<file path="src/core/fqb_cfg.svh">
`ifndef FQB_CFG_SVH
`define FQB_CFG_SVH
// widths of the query port
`define FQB_DATA_W 16
`define FQB_OFS_W 8
// word offsets of the query table
`define FQB_OFS_PRI_P 8'h39
`define FQB_OFS_PRI_R 8'h3a
`define FQB_OFS_PRI_I 8'h3b
`define FQB_OFS_PSC_LO 8'h43
`define FQB_OFS_PSC_HI 8'h44
`define FQB_OFS_VDD_OPT 8'h45
`define FQB_OFS_VPP_OPT 8'h46
`define FQB_OFS_RSVD 8'h47
`define FQB_OFS_PAGE 8'h48
`define FQB_OFS_SYNC_CNT 8'h49
`define FQB_OFS_SYNC1 8'h4a
`define FQB_OFS_SYNC2 8'h4b
`define FQB_OFS_SYNC3 8'h4c
`define FQB_OFS_MAX_CLK 8'h4d
`define FQB_OFS_WAIT 8'h4e
// fixed contents of the query table
`define FQB_VAL_PRI_P 16'h0050
`define FQB_VAL_PRI_R 16'h0052
`define FQB_VAL_PRI_I 16'h0049
`define FQB_VAL_PSC_LO 16'h0003
`define FQB_VAL_PSC_HI 16'h0000
`define FQB_VAL_VDD_OPT 16'h0018
`define FQB_VAL_VPP_OPT 16'h00c0
`define FQB_VAL_RSVD 16'h0000
`define FQB_VAL_PAGE 16'h0003
`define FQB_VAL_SYNC_CNT 16'h0003
`define FQB_VAL_SYNC1 16'h0001
`define FQB_VAL_SYNC2 16'h0002
`define FQB_VAL_SYNC3 16'h0007
`define FQB_VAL_MAX_CLK 16'h0028
`define FQB_VAL_WAIT 16'h0001
`define FQB_VAL_UNMAPPED 16'h0000
// field positions and codes
`define FQB_PSC_PROT_BIT 0
`define FQB_PSC_LOCK_BIT 1
`define FQB_SYNC_CODE_MSB 2
`define FQB_SYNC_CONTINUOUS 3'h7
`define FQB_VOLT_WHOLE_LSB 4
`define FQB_VOLT_TENTHS_MSB 3
`define FQB_BCD_MAX 4'h9
`define FQB_WAIT_SYNC_BIT 0
`define FQB_WAIT_ASYNC_BIT 1
// latency from output enable falling to data on the pins, in cycles
`define FQB_READ_LAT 3
`endif

</file>
<file path="src/core/fqb_pkg.sv">
`include "fqb_cfg.svh"
package fqb_pkg;
  // read sequencer states, gray along idle -> address -> read
  typedef enum logic [1:0] {
    fqb_idle = 2'b00,
    fqb_addr = 2'b01,
    fqb_read = 2'b11
  } fqb_state_e;
  // whole state of the query port
  typedef struct packed {
    fqb_state_e state;
    logic [`FQB_OFS_W-1:0] ofs;
    logic [`FQB_DATA_W-1:0] data;
    logic busy;
  } fqb_port_s;
endpackage

</file>
<file path="src/core/fqb_sync2.sv">
`timescale 1ns/10ps
module fqb_sync2 #(
  parameter int W = 1,
  parameter logic [W-1:0] INIT = '0
) (
  input wire logic ref_clk,
  input wire logic rst_n,
  input wire logic [W-1:0] d,
  output logic [W-1:0] q
);
  // two flops per bit; the first is read only by the second
  typedef struct packed {
    logic [W-1:0] meta;
    logic [W-1:0] safe;
  } fqb_sync_s;
  fqb_sync_s st;
  fqb_sync_s next_st;
  // shift the pin level through both stages
  always_comb begin
    next_st.meta = d;
    next_st.safe = st.meta;
  end
  // async reset to the idle level of the pins
  always_ff @(posedge ref_clk or negedge rst_n) begin
    if (!rst_n) begin
      st <= {INIT, INIT};
    end else begin
      st <= next_st;
    end
  end
  assign q = st.safe;
endmodule // fqb_sync2

</file>
<file path="src/core/fqb_rom.sv">
`timescale 1ns/10ps
`include "fqb_cfg.svh"
module fqb_rom (
  input wire logic [`FQB_OFS_W-1:0] ofs,
  output logic [`FQB_DATA_W-1:0] word,
  output logic hit
);
  // constant lookup of the query words
  always_comb begin
    hit = 1'b1;
    unique case (ofs)
      `FQB_OFS_PRI_P: word = `FQB_VAL_PRI_P;
      `FQB_OFS_PRI_R: word = `FQB_VAL_PRI_R;
      `FQB_OFS_PRI_I: word = `FQB_VAL_PRI_I;
      `FQB_OFS_PSC_LO: word = `FQB_VAL_PSC_LO;
      `FQB_OFS_PSC_HI: word = `FQB_VAL_PSC_HI;
      `FQB_OFS_VDD_OPT: word = `FQB_VAL_VDD_OPT;
      `FQB_OFS_VPP_OPT: word = `FQB_VAL_VPP_OPT;
      `FQB_OFS_RSVD: word = `FQB_VAL_RSVD;
      `FQB_OFS_PAGE: word = `FQB_VAL_PAGE;
      `FQB_OFS_SYNC_CNT: word = `FQB_VAL_SYNC_CNT;
      `FQB_OFS_SYNC1: word = `FQB_VAL_SYNC1;
      `FQB_OFS_SYNC2: word = `FQB_VAL_SYNC2;
      `FQB_OFS_SYNC3: word = `FQB_VAL_SYNC3;
      `FQB_OFS_MAX_CLK: word = `FQB_VAL_MAX_CLK;
      `FQB_OFS_WAIT: word = `FQB_VAL_WAIT;
      default: begin
        // outside this part of the table
        word = `FQB_VAL_UNMAPPED;
        hit = 1'b0;
      end
    endcase
  end
endmodule // fqb_rom

</file>
<file path="src/core/fqb_query_bank.sv">
`timescale 1ns/10ps
`include "fqb_cfg.svh"
////////////////////////////////////////////////////////////////////////////////
// Notes on behaviour
// - word 43h reads 0003h, next word 0000h
// - protect capability bits 0,1 set, rest zero
// - supply words read 0018h at 45h, 00c0h at 46h
// - voltage words: hex volts, bcd tenths
// - word 48h reads 0003h, page size code
// - word 49h reads 0003h, config field count
// - word 4ah reads 0001h, bits 7..3 clear
// - code 07h means continuous linear burst
// - word 4bh reads 0002h, 4ch reads 0007h
// - word 4dh reads 0028h, clock in megahertz
// - word 4eh reads 0001h, wait in sync only
// - extended table base 39h holds p, r, i
module fqb_query_bank
  import fqb_pkg::*;
(
  input wire logic ref_clk,
  input wire logic rst_n,
  input wire logic query_mode,
  input wire logic sync_mode,
  input wire logic ce_n,
  input wire logic oe_n,
  input wire logic we_n,
  input wire logic adv_n,
  input wire logic [`FQB_DATA_W-1:0] adq_in,
  output logic [`FQB_DATA_W-1:0] adq_out,
  output logic adq_oe,
  output logic wait_out,
  output logic wait_oe
);

  //////////////////////////////////////////////////////////////////////////////
  // pin synchronisers

  // control pins idle high, so they reset high
  localparam logic [3:0] CTL_IDLE = 4'hf;

  // synchronised chip enable, output enable, write enable, latch enable
  logic [3:0] ctl_sync;
  // synchronised multiplexed address/data bus
  logic [`FQB_DATA_W-1:0] adq_sync;
  // decoded control levels, active high
  logic chip_on;
  logic out_on;
  logic write_on;
  logic latch_on;

  // control strobes pass two flops before use
  fqb_sync2 #(
    .W(4),
    .INIT(CTL_IDLE)
  ) u_ctl_sync (
    .ref_clk(ref_clk),
    .rst_n(rst_n),
    .d({ce_n, oe_n, we_n, adv_n}),
    .q(ctl_sync)
  );

  // address bits pass two flops before the latch looks at them; the host
  // holds the address steady while the latch is open, so a word caught
  // mid-change is overwritten before the latch closes
  fqb_sync2 #(
    .W(`FQB_DATA_W),
    .INIT('0)
  ) u_adq_sync (
    .ref_clk(ref_clk),
    .rst_n(rst_n),
    .d(adq_in),
    .q(adq_sync)
  );

  // turn the active low strobes into active high levels
  assign chip_on = !ctl_sync[3];
  assign out_on = !ctl_sync[2];
  assign write_on = !ctl_sync[1];
  assign latch_on = !ctl_sync[0];

  //////////////////////////////////////////////////////////////////////////////
  // query table lookup

  // registered state of the port
  fqb_port_s st;
  // next value of the port state
  fqb_port_s next_st;
  // word addressed by the latched offset
  logic [`FQB_DATA_W-1:0] rom_word;
  // offset falls inside this part of the table
  logic rom_hit;

  // constant table, no storage, so writes cannot alter it
  fqb_rom u_rom (
    .ofs(st.ofs),
    .word(rom_word),
    .hit(rom_hit)
  );

  //////////////////////////////////////////////////////////////////////////////
  // read sequencer

  // every pin is seen two edges late, so a read answers three edges after
  // the output enable falls; the address latch lags by the same two edges,
  // which keeps the offset and the strobes lined up without extra logic
  // a read may be served: chip on, output on, no write, query mode
  logic read_ok;

  assign read_ok = chip_on && out_on && !write_on && query_mode;

  // next state of the sequencer
  always_comb begin
    next_st = st;
    unique case (st.state)
      fqb_idle: begin
        // wait for the chip to be selected with the latch open
        next_st.busy = 1'b1;
        if (chip_on && latch_on) begin
          next_st.ofs = adq_sync[`FQB_OFS_W-1:0];
          next_st.state = fqb_addr;
        end
      end
      fqb_addr: begin
        next_st.busy = 1'b1;
        if (!chip_on) begin
          // deselect drops the cycle
          next_st.state = fqb_idle;
        end else if (latch_on) begin
          // latch stays transparent while it is open
          next_st.ofs = adq_sync[`FQB_OFS_W-1:0];
        end else if (read_ok) begin
          // capture the table word and start driving
          next_st.data = rom_word;
          next_st.busy = 1'b0;
          next_st.state = fqb_read;
        end else begin
          // a write cycle is swallowed here, the table never changes
          next_st.state = fqb_addr;
        end
      end
      fqb_read: begin
        next_st.busy = 1'b0;
        if (!chip_on) begin
          // deselect ends the read
          next_st.state = fqb_idle;
          next_st.busy = 1'b1;
        end else if (latch_on) begin
          // a new address starts a new access
          next_st.ofs = adq_sync[`FQB_OFS_W-1:0];
          next_st.state = fqb_addr;
          next_st.busy = 1'b1;
        end else if (!read_ok) begin
          // output disabled or write seen: release the bus
          next_st.state = fqb_addr;
          next_st.busy = 1'b1;
        end
      end
      default: begin
        // illegal code, recover to idle
        next_st.state = fqb_idle;
        next_st.busy = 1'b1;
      end
    endcase
  end

  // one register for the whole port state
  always_ff @(posedge ref_clk or negedge rst_n) begin
    if (!rst_n) begin
      st <= '{state: fqb_idle, ofs: '0, data: '0, busy: 1'b1};
    end else begin
      st <= next_st;
    end
  end

  //////////////////////////////////////////////////////////////////////////////
  // pin drivers

  // data comes straight from the captured word
  assign adq_out = st.data;
  // bus is driven only while a read is being served
  assign adq_oe = (st.state == fqb_read);
  // wait shows not ready until data is on the bus
  assign wait_out = st.busy;
  // wait pin is driven in synchronous reads only
  assign wait_oe = adq_oe && sync_mode;

  //////////////////////////////////////////////////////////////////////////////
  // checks
  // all checks run on the port clock; they watch the pins, the latched offset and the table decode

  // word at 43h
  psc_low_word_a: assert property (
    @(posedge ref_clk) disable iff (!rst_n)
    $rose(adq_oe) && st.ofs == `FQB_OFS_PSC_LO |-> adq_out == `FQB_VAL_PSC_LO
  ) else $error("protect capability low word wrong");

  // word after 43h
  psc_high_word_a: assert property (
    @(posedge ref_clk) disable iff (!rst_n)
    adq_oe && st.ofs == `FQB_OFS_PSC_HI |-> adq_out == `FQB_VAL_PSC_HI
  ) else $error("protect capability high word wrong");

  // both status bits present, upper bits zero
  psc_bit_layout_a: assert property (
    @(posedge ref_clk) disable iff (!rst_n)
    adq_oe && st.ofs == `FQB_OFS_PSC_LO |->
      adq_out[`FQB_PSC_PROT_BIT] && adq_out[`FQB_PSC_LOCK_BIT]
      && adq_out[`FQB_DATA_W-1:`FQB_PSC_LOCK_BIT+1] == '0
  ) else $error("protect capability bits wrong");

  // supply voltage words
  supply_words_a: assert property (
    @(posedge ref_clk) disable iff (!rst_n)
    adq_oe |->
      (st.ofs != `FQB_OFS_VDD_OPT || adq_out == `FQB_VAL_VDD_OPT)
      && (st.ofs != `FQB_OFS_VPP_OPT || adq_out == `FQB_VAL_VPP_OPT)
  ) else $error("supply voltage word wrong");

  // tenths nibble is a bcd digit
  volt_bcd_nibble_a: assert property (
    @(posedge ref_clk) disable iff (!rst_n)
    adq_oe && (st.ofs == `FQB_OFS_VDD_OPT || st.ofs == `FQB_OFS_VPP_OPT) |->
      adq_out[`FQB_VOLT_TENTHS_MSB:0] <= `FQB_BCD_MAX
  ) else $error("voltage tenths not bcd");

  // page size code
  page_code_a: assert property (
    @(posedge ref_clk) disable iff (!rst_n)
    adq_oe && st.ofs == `FQB_OFS_PAGE |-> adq_out == `FQB_VAL_PAGE
  ) else $error("page capability word wrong");

  // number of burst configuration fields
  sync_count_a: assert property (
    @(posedge ref_clk) disable iff (!rst_n)
    adq_oe && st.ofs == `FQB_OFS_SYNC_CNT |-> adq_out == `FQB_VAL_SYNC_CNT
  ) else $error("burst field count wrong");

  // first burst field, reserved bits clear
  sync_first_a: assert property (
    @(posedge ref_clk) disable iff (!rst_n)
    adq_oe && st.ofs == `FQB_OFS_SYNC1 |->
      adq_out == `FQB_VAL_SYNC1 && adq_out[7:`FQB_SYNC_CODE_MSB+1] == '0
  ) else $error("first burst field wrong");

  // third burst field, continuous code
  sync_rest_a: assert property (
    @(posedge ref_clk) disable iff (!rst_n)
    adq_oe && st.ofs == `FQB_OFS_SYNC3 |->
      adq_out[`FQB_SYNC_CODE_MSB:0] == `FQB_SYNC_CONTINUOUS
      && adq_out == `FQB_VAL_SYNC3
  ) else $error("third burst field wrong");

  // second burst field
  sync_second_a: assert property (
    @(posedge ref_clk) disable iff (!rst_n)
    adq_oe && st.ofs == `FQB_OFS_SYNC2 |-> adq_out == `FQB_VAL_SYNC2
  ) else $error("second burst field wrong");

  // maximum clock
  max_clock_a: assert property (
    @(posedge ref_clk) disable iff (!rst_n)
    adq_oe && st.ofs == `FQB_OFS_MAX_CLK |-> adq_out == `FQB_VAL_MAX_CLK
  ) else $error("max clock word wrong");

  // wait word and wait pin drive
  wait_support_a: assert property (
    @(posedge ref_clk) disable iff (!rst_n)
    (adq_oe && st.ofs == `FQB_OFS_WAIT |->
      adq_out[`FQB_WAIT_SYNC_BIT] && !adq_out[`FQB_WAIT_ASYNC_BIT])
    and (wait_oe |-> sync_mode && adq_oe && !wait_out)
  ) else $error("wait support wrong");

  // extended table signature
  pri_string_a: assert property (
    @(posedge ref_clk) disable iff (!rst_n)
    adq_oe |->
      (st.ofs != `FQB_OFS_PRI_P || adq_out == `FQB_VAL_PRI_P)
      && (st.ofs != `FQB_OFS_PRI_R || adq_out == `FQB_VAL_PRI_R)
      && (st.ofs != `FQB_OFS_PRI_I || adq_out == `FQB_VAL_PRI_I)
  ) else $error("extended table signature wrong");

  // reserved word zero, and a write never drives the bus
  write_ignored_a: assert property (
    @(posedge ref_clk) disable iff (!rst_n)
    (adq_oe && st.ofs == `FQB_OFS_RSVD |-> adq_out == `FQB_VAL_RSVD)
    and (write_on |=> !adq_oe)
  ) else $error("reserved word or write handling wrong");

  // a clean read drives data within the fixed latency
  read_latency_a: assert property (
    @(posedge ref_clk) disable iff (!rst_n)
    $fell(oe_n) && !ce_n && we_n && adv_n && query_mode && st.state == fqb_addr
      ##1 (!oe_n && !ce_n && we_n && adv_n && query_mode) [*3]
      |-> adq_oe
  ) else $error("read data not driven in time");

  // unmapped offsets read as zero
  unmapped_zero_a: assert property (
    @(posedge ref_clk) disable iff (!rst_n)
    adq_oe && !rom_hit |-> adq_out == `FQB_VAL_UNMAPPED
  ) else $error("unmapped offset not zero");

  // leaving query mode takes the bus away
  query_gate_a: assert property (
    @(posedge ref_clk) disable iff (!rst_n)
    !query_mode |=> !adq_oe
  ) else $error("bus driven outside query mode");

  // deselect releases the bus
  deselect_release_a: assert property (
    @(posedge ref_clk) disable iff (!rst_n)
    !chip_on |=> !adq_oe
  ) else $error("bus driven after deselect");

  // open latch follows the synchronised address
  latch_track_a: assert property (
    @(posedge ref_clk) disable iff (!rst_n)
    chip_on && latch_on |=> st.ofs == $past(adq_sync[`FQB_OFS_W-1:0])
  ) else $error("latched offset wrong");

  // driven word holds while the read lasts
  data_hold_a: assert property (
    @(posedge ref_clk) disable iff (!rst_n)
    adq_oe ##1 adq_oe |-> $stable(adq_out)
  ) else $error("driven word changed");

  // only the table words are mapped
  table_hit_a: assert property (
    @(posedge ref_clk) disable iff (!rst_n)
    rom_hit == ((st.ofs >= `FQB_OFS_PRI_P && st.ofs <= `FQB_OFS_PRI_I)
      || (st.ofs >= `FQB_OFS_PSC_LO && st.ofs <= `FQB_OFS_WAIT))
  ) else $error("table decode wrong");

  // wait drops to ready as the data appears
  wait_ready_a: assert property (
    @(posedge ref_clk) disable iff (!rst_n)
    $rose(adq_oe) |-> $fell(wait_out)
  ) else $error("wait not ready with data");

endmodule // fqb_query_bank

</file>
<file path="config.mk">
export PLATFORM = sky130hd
export DESIGN_NAME = fqb_query_bank
export DESIGN_NICKNAME = d
export VERILOG_FILES = /design/src/core/fqb_pkg.sv /design/src/core/fqb_sync2.sv /design/src/core/fqb_rom.sv /design/src/core/fqb_query_bank.sv
export VERILOG_INCLUDE_DIRS = /design/src /design/src/core
export SDC_FILE = /design/constraint.sdc
export NUM_CORES = 1
export LEC_CHECK = 0
export BUFFER_PORTS_ARGS = -buffer_cell sky130_fd_sc_hd__buf_2
export CAP_MARGIN = 20
export CORE_UTILIZATION = 50
export CTS_BUF_LIST = sky130_fd_sc_hd__clkbuf_4 sky130_fd_sc_hd__clkbuf_8 sky130_fd_sc_hd__clkbuf_16
export DETAILED_ROUTE_END_ITERATION = 10
export GPL_TIMING_DRIVEN = 0
export PLACE_DENSITY = 0.8
export SETUP_SLACK_MARGIN = 0.05
export SYNTH_ARGS = -nofsm -noshare
export SYNTH_HDL_FRONTEND = slang
export SYNTH_SLANG_ARGS = --single-unit
export TNS_END_PERCENT = 100
</file>
<file path="constraint.sdc">
create_clock -name ref_clk -period 2.41 [get_ports ref_clk]
set_clock_uncertainty 0.15 [all_clocks]
set_input_delay 0.1205 -clock ref_clk [delete_from_list [all_inputs] [get_ports ref_clk]]
set_output_delay 0.1205 -clock ref_clk [all_outputs]
set_load 0.005 [all_outputs]
</file>
==> impl_metrics.tcl <==
set metrics [dict create \
    status "completed" \
    wl_per_cell_um 12.0 \
    fp-row-count 20 \
    syn-cell-area_mm2 0.00171 \
    layout-area-overhead-vs-synth_pct 25.4 \
    synth_largest_area_cell "dfrtp_1" \
    grtUsageTotal_pct 17.8 \
    die_h_um 60.5 \
    fin_crit_sh_pct 74.1 \
    globalRouteOverflowTotal 0 \
    grt_pass1_vias 1170 \
    grt_pass1_wl_um 4640 \
    place_hpwl_um 1850 \
    portBuffers 26 \
    cap_violations 0 \
    synth-async-reset-ratio_pct 100 \
    vias 1079 \
    met3_wirelength_um 119 \
    viasPerCell 4.75 \
    yosysTopAreaCellShare_pct 49.7 \
    synth_edf_count 0 \
    routabilityCongestion 0.844 \
    setup-violations-final 0 \
    hold_violations 0 \
    core_area_mm2 0.00315 \
    worstHoldPathType "reg2reg" \
    first_pass_iters 6 \
    dieWidth_um 60.5 \
    period_needed_ns 1.79 \
    numCtsBuffers 5 \
    ioPinCount 43 \
    path_clk_slew_ns 0.12 \
    critPathArrivalTime_ns 1.87 \
    tightest_slew_ns 0.880 \
    routed_wl_um 2730 \
    crit_fanout 10 \
    antenna_cells 0 \
    synth_cell_types 38 \
    antenna_left 0 \
    critPathMaxStageDelay_ns 0.58 \
    h-tree-depth 2 \
    finalWorstSetupSlack_ns 0.624 \
    rsz0062_at_grt "false" \
    place_ws_ns 0.667 \
    wl_met2_um 1510 \
    post-synth-top-count-cell "dfrtp_1" \
    synthTopCellsByCount "dfrtp_1, buf_4, dfstp_2" \
    cp_data_required_time_ns 2.50 \
    ys_ff_latch 43 \
    highest_layer "met4" \
    antenna_found_initial 0 \
    end_kind "register" \
    relSlewSlack_pct 41.3 \
    initial_utilization_pct 54.3 \
    dieArea_mm2 0.00366 \
    dr.first_iter.drc_count 27 \
    synth-main-ff-cell "dfrtp_1" \
    clock_sinks 43 \
    slowest_stage "dfstp_2" \
    synth_area_leaders "dfrtp_1, dfstp_2, buf_4" \
    fmax_ghz 0.560 \
    syn_inst 128 \
    clock-root-buffer "clkbuf_4" \
    worstSetupPathType "reg2reg" \
    drv_slew 0 \
    power.density_mw_per_mm2 660 \
    synth_area_per_cell_um2 13.4 \
    drc_errors 0 \
    yosysSeqAreaShare_pct 63.5 \
    tritoncts "built" \
    ir_worst_vdd_v 0.000503 \
    clk_latency_ns 0.34 \
    drt-met1-wl_um 1080 \
    ys.warnings.count 0 \
    fin_nets 206 \
    layout-drive-gt1-share_pct 42.1 \
    path_cells "and4bb_1 -> nand4b_2 -> buf_2 -> a22o_1" \
    worstSetupStartpointType "register" \
    grt_max_degree 44 \
    timing.setup.tns_ns 0 \
    leakagePower_nw 1.02 \
    cts_buffer_depth 2 \
]
## timing repair
action | 4_1_cts | 5_1_grt
buffers inserted | 0 | 0
resized for setup | 0 | 0
endpoints found under the hold margin | 48 | 0
hold buffers | 14 | 0
## metal layers
metal  up-vias  global-route usage, %
met4         0                   9.09
li1        527                      -
met1       518                   18.5
met5         -                      0
met3         2                   4.69
met2        32                   32.8
## cells in the final DEF, fill, tap and decap left out, drive strengths merged, types with 2 or more instances in the layout
cell / instances
and2: 2
dlygate4sd3: 14
o41ai: 2
buf: 46
conb: 8
nor2: 6
nand2: 8
nand3: 4
clkbuf: 7
and3: 2
dfrtp: 34
o2bb2ai: 2
nand2b: 2
mux2: 6
inv: 4
a22o: 4
o21ai: 4
dfstp: 9
o221ai: 2
## where the power goes
group / internal [W] / total, W / switching (W)
registers: 0.000769 / 0.000796 / 0.0000271
logic: 0.0000825 / 0.000168 / 0.0000853
clock network: 0.000230 / 0.000451 / 0.000221
total: 0.00108 / 0.00142 / 0.000333
## final cells by class
cell class / instances / area [µm²]
flip-flops and latches: 43 / 1090
fillers: 250 / 1010
multi-input cells: 67 / 492
repair buffers: 40 / 270
plain buffers: 21 / 144
well taps: 44 / 55.1
clock buffers: 6 / 45.0
clock inverters: 2 / 37.5
inverters: 4 / 15.0
## worst max-delay path, delay by kind of cell (launching register included)
family	cells	cell delay (ns)
and+or+nand+nor	2	0.46
buffers and inverters	1	0.25
DFF	1	0.58
AOI/OAI and AO/OA	1	0.24
## final timing paths
check / startpoint / end / slack [ns] / cells past startpoint
setup reg to reg: u_ctl_sync.q[0]$_DFF_PN1_ / adq_out[0]$_DFFE_PN0P_ / 0.62 / 4
max in group asynchronous: rst_n / st[23]$_DFFE_PN0P_ / 1.29 / 2
hold / removal: u_ctl_sync.next_st[1]$_DFF_PN1_ / u_ctl_sync.q[1]$_DFF_PN1_ / 0.21 / 0
min in group asynchronous: rst_n / st[26]$_DFFE_PN0P_ / 0.27 / 2
setup / recovery: u_ctl_sync.q[0]$_DFF_PN1_ / adq_out[0]$_DFFE_PN0P_ / 0.62 / 4
hold reg to reg: u_ctl_sync.next_st[1]$_DFF_PN1_ / u_ctl_sync.q[1]$_DFF_PN1_ / 0.21 / 0
## metrics by stage
stage | total power [W] | util, % | hold slack (ns) | instance area [µm²] | std cells
after floorplan | 0.000909 | - | -0.325 | 1740 | 135
after global placement | 0.000949 | 61.0 | 0.0759 | 1920 | 205
after detailed placement | 0.000962 | 61.0 | 0.0790 | 1920 | 205
after CTS | 0.00143 | 68.1 | 0.214 | 2150 | 227
after global routing | 0.00148 | 68.1 | 0.221 | 2150 | 227
final | 0.00142 | 68.1 | 0.210 | 2150 | 227
## state kept, by name, summed over array words and instances (netlist names)
signal              count
st                     10
adq_out                 8
u_adq_sync.next_st      8
u_adq_sync.q            8
u_ctl_sync.next_st      4
u_ctl_sync.q            4
wait_out                1
## logic make-up after synthesis
logic type / count (synthesis) / share of synthesized area [%]
flops: 43 / 63.5
mux: 6 / 3.95
compound gates: 21 / 10.9
buf+inv: 25 / 9.28
other cells: 1 / 0.219
simple gates: 32 / 12.1
No activity file was read; power rests on OpenSTA's default activity.
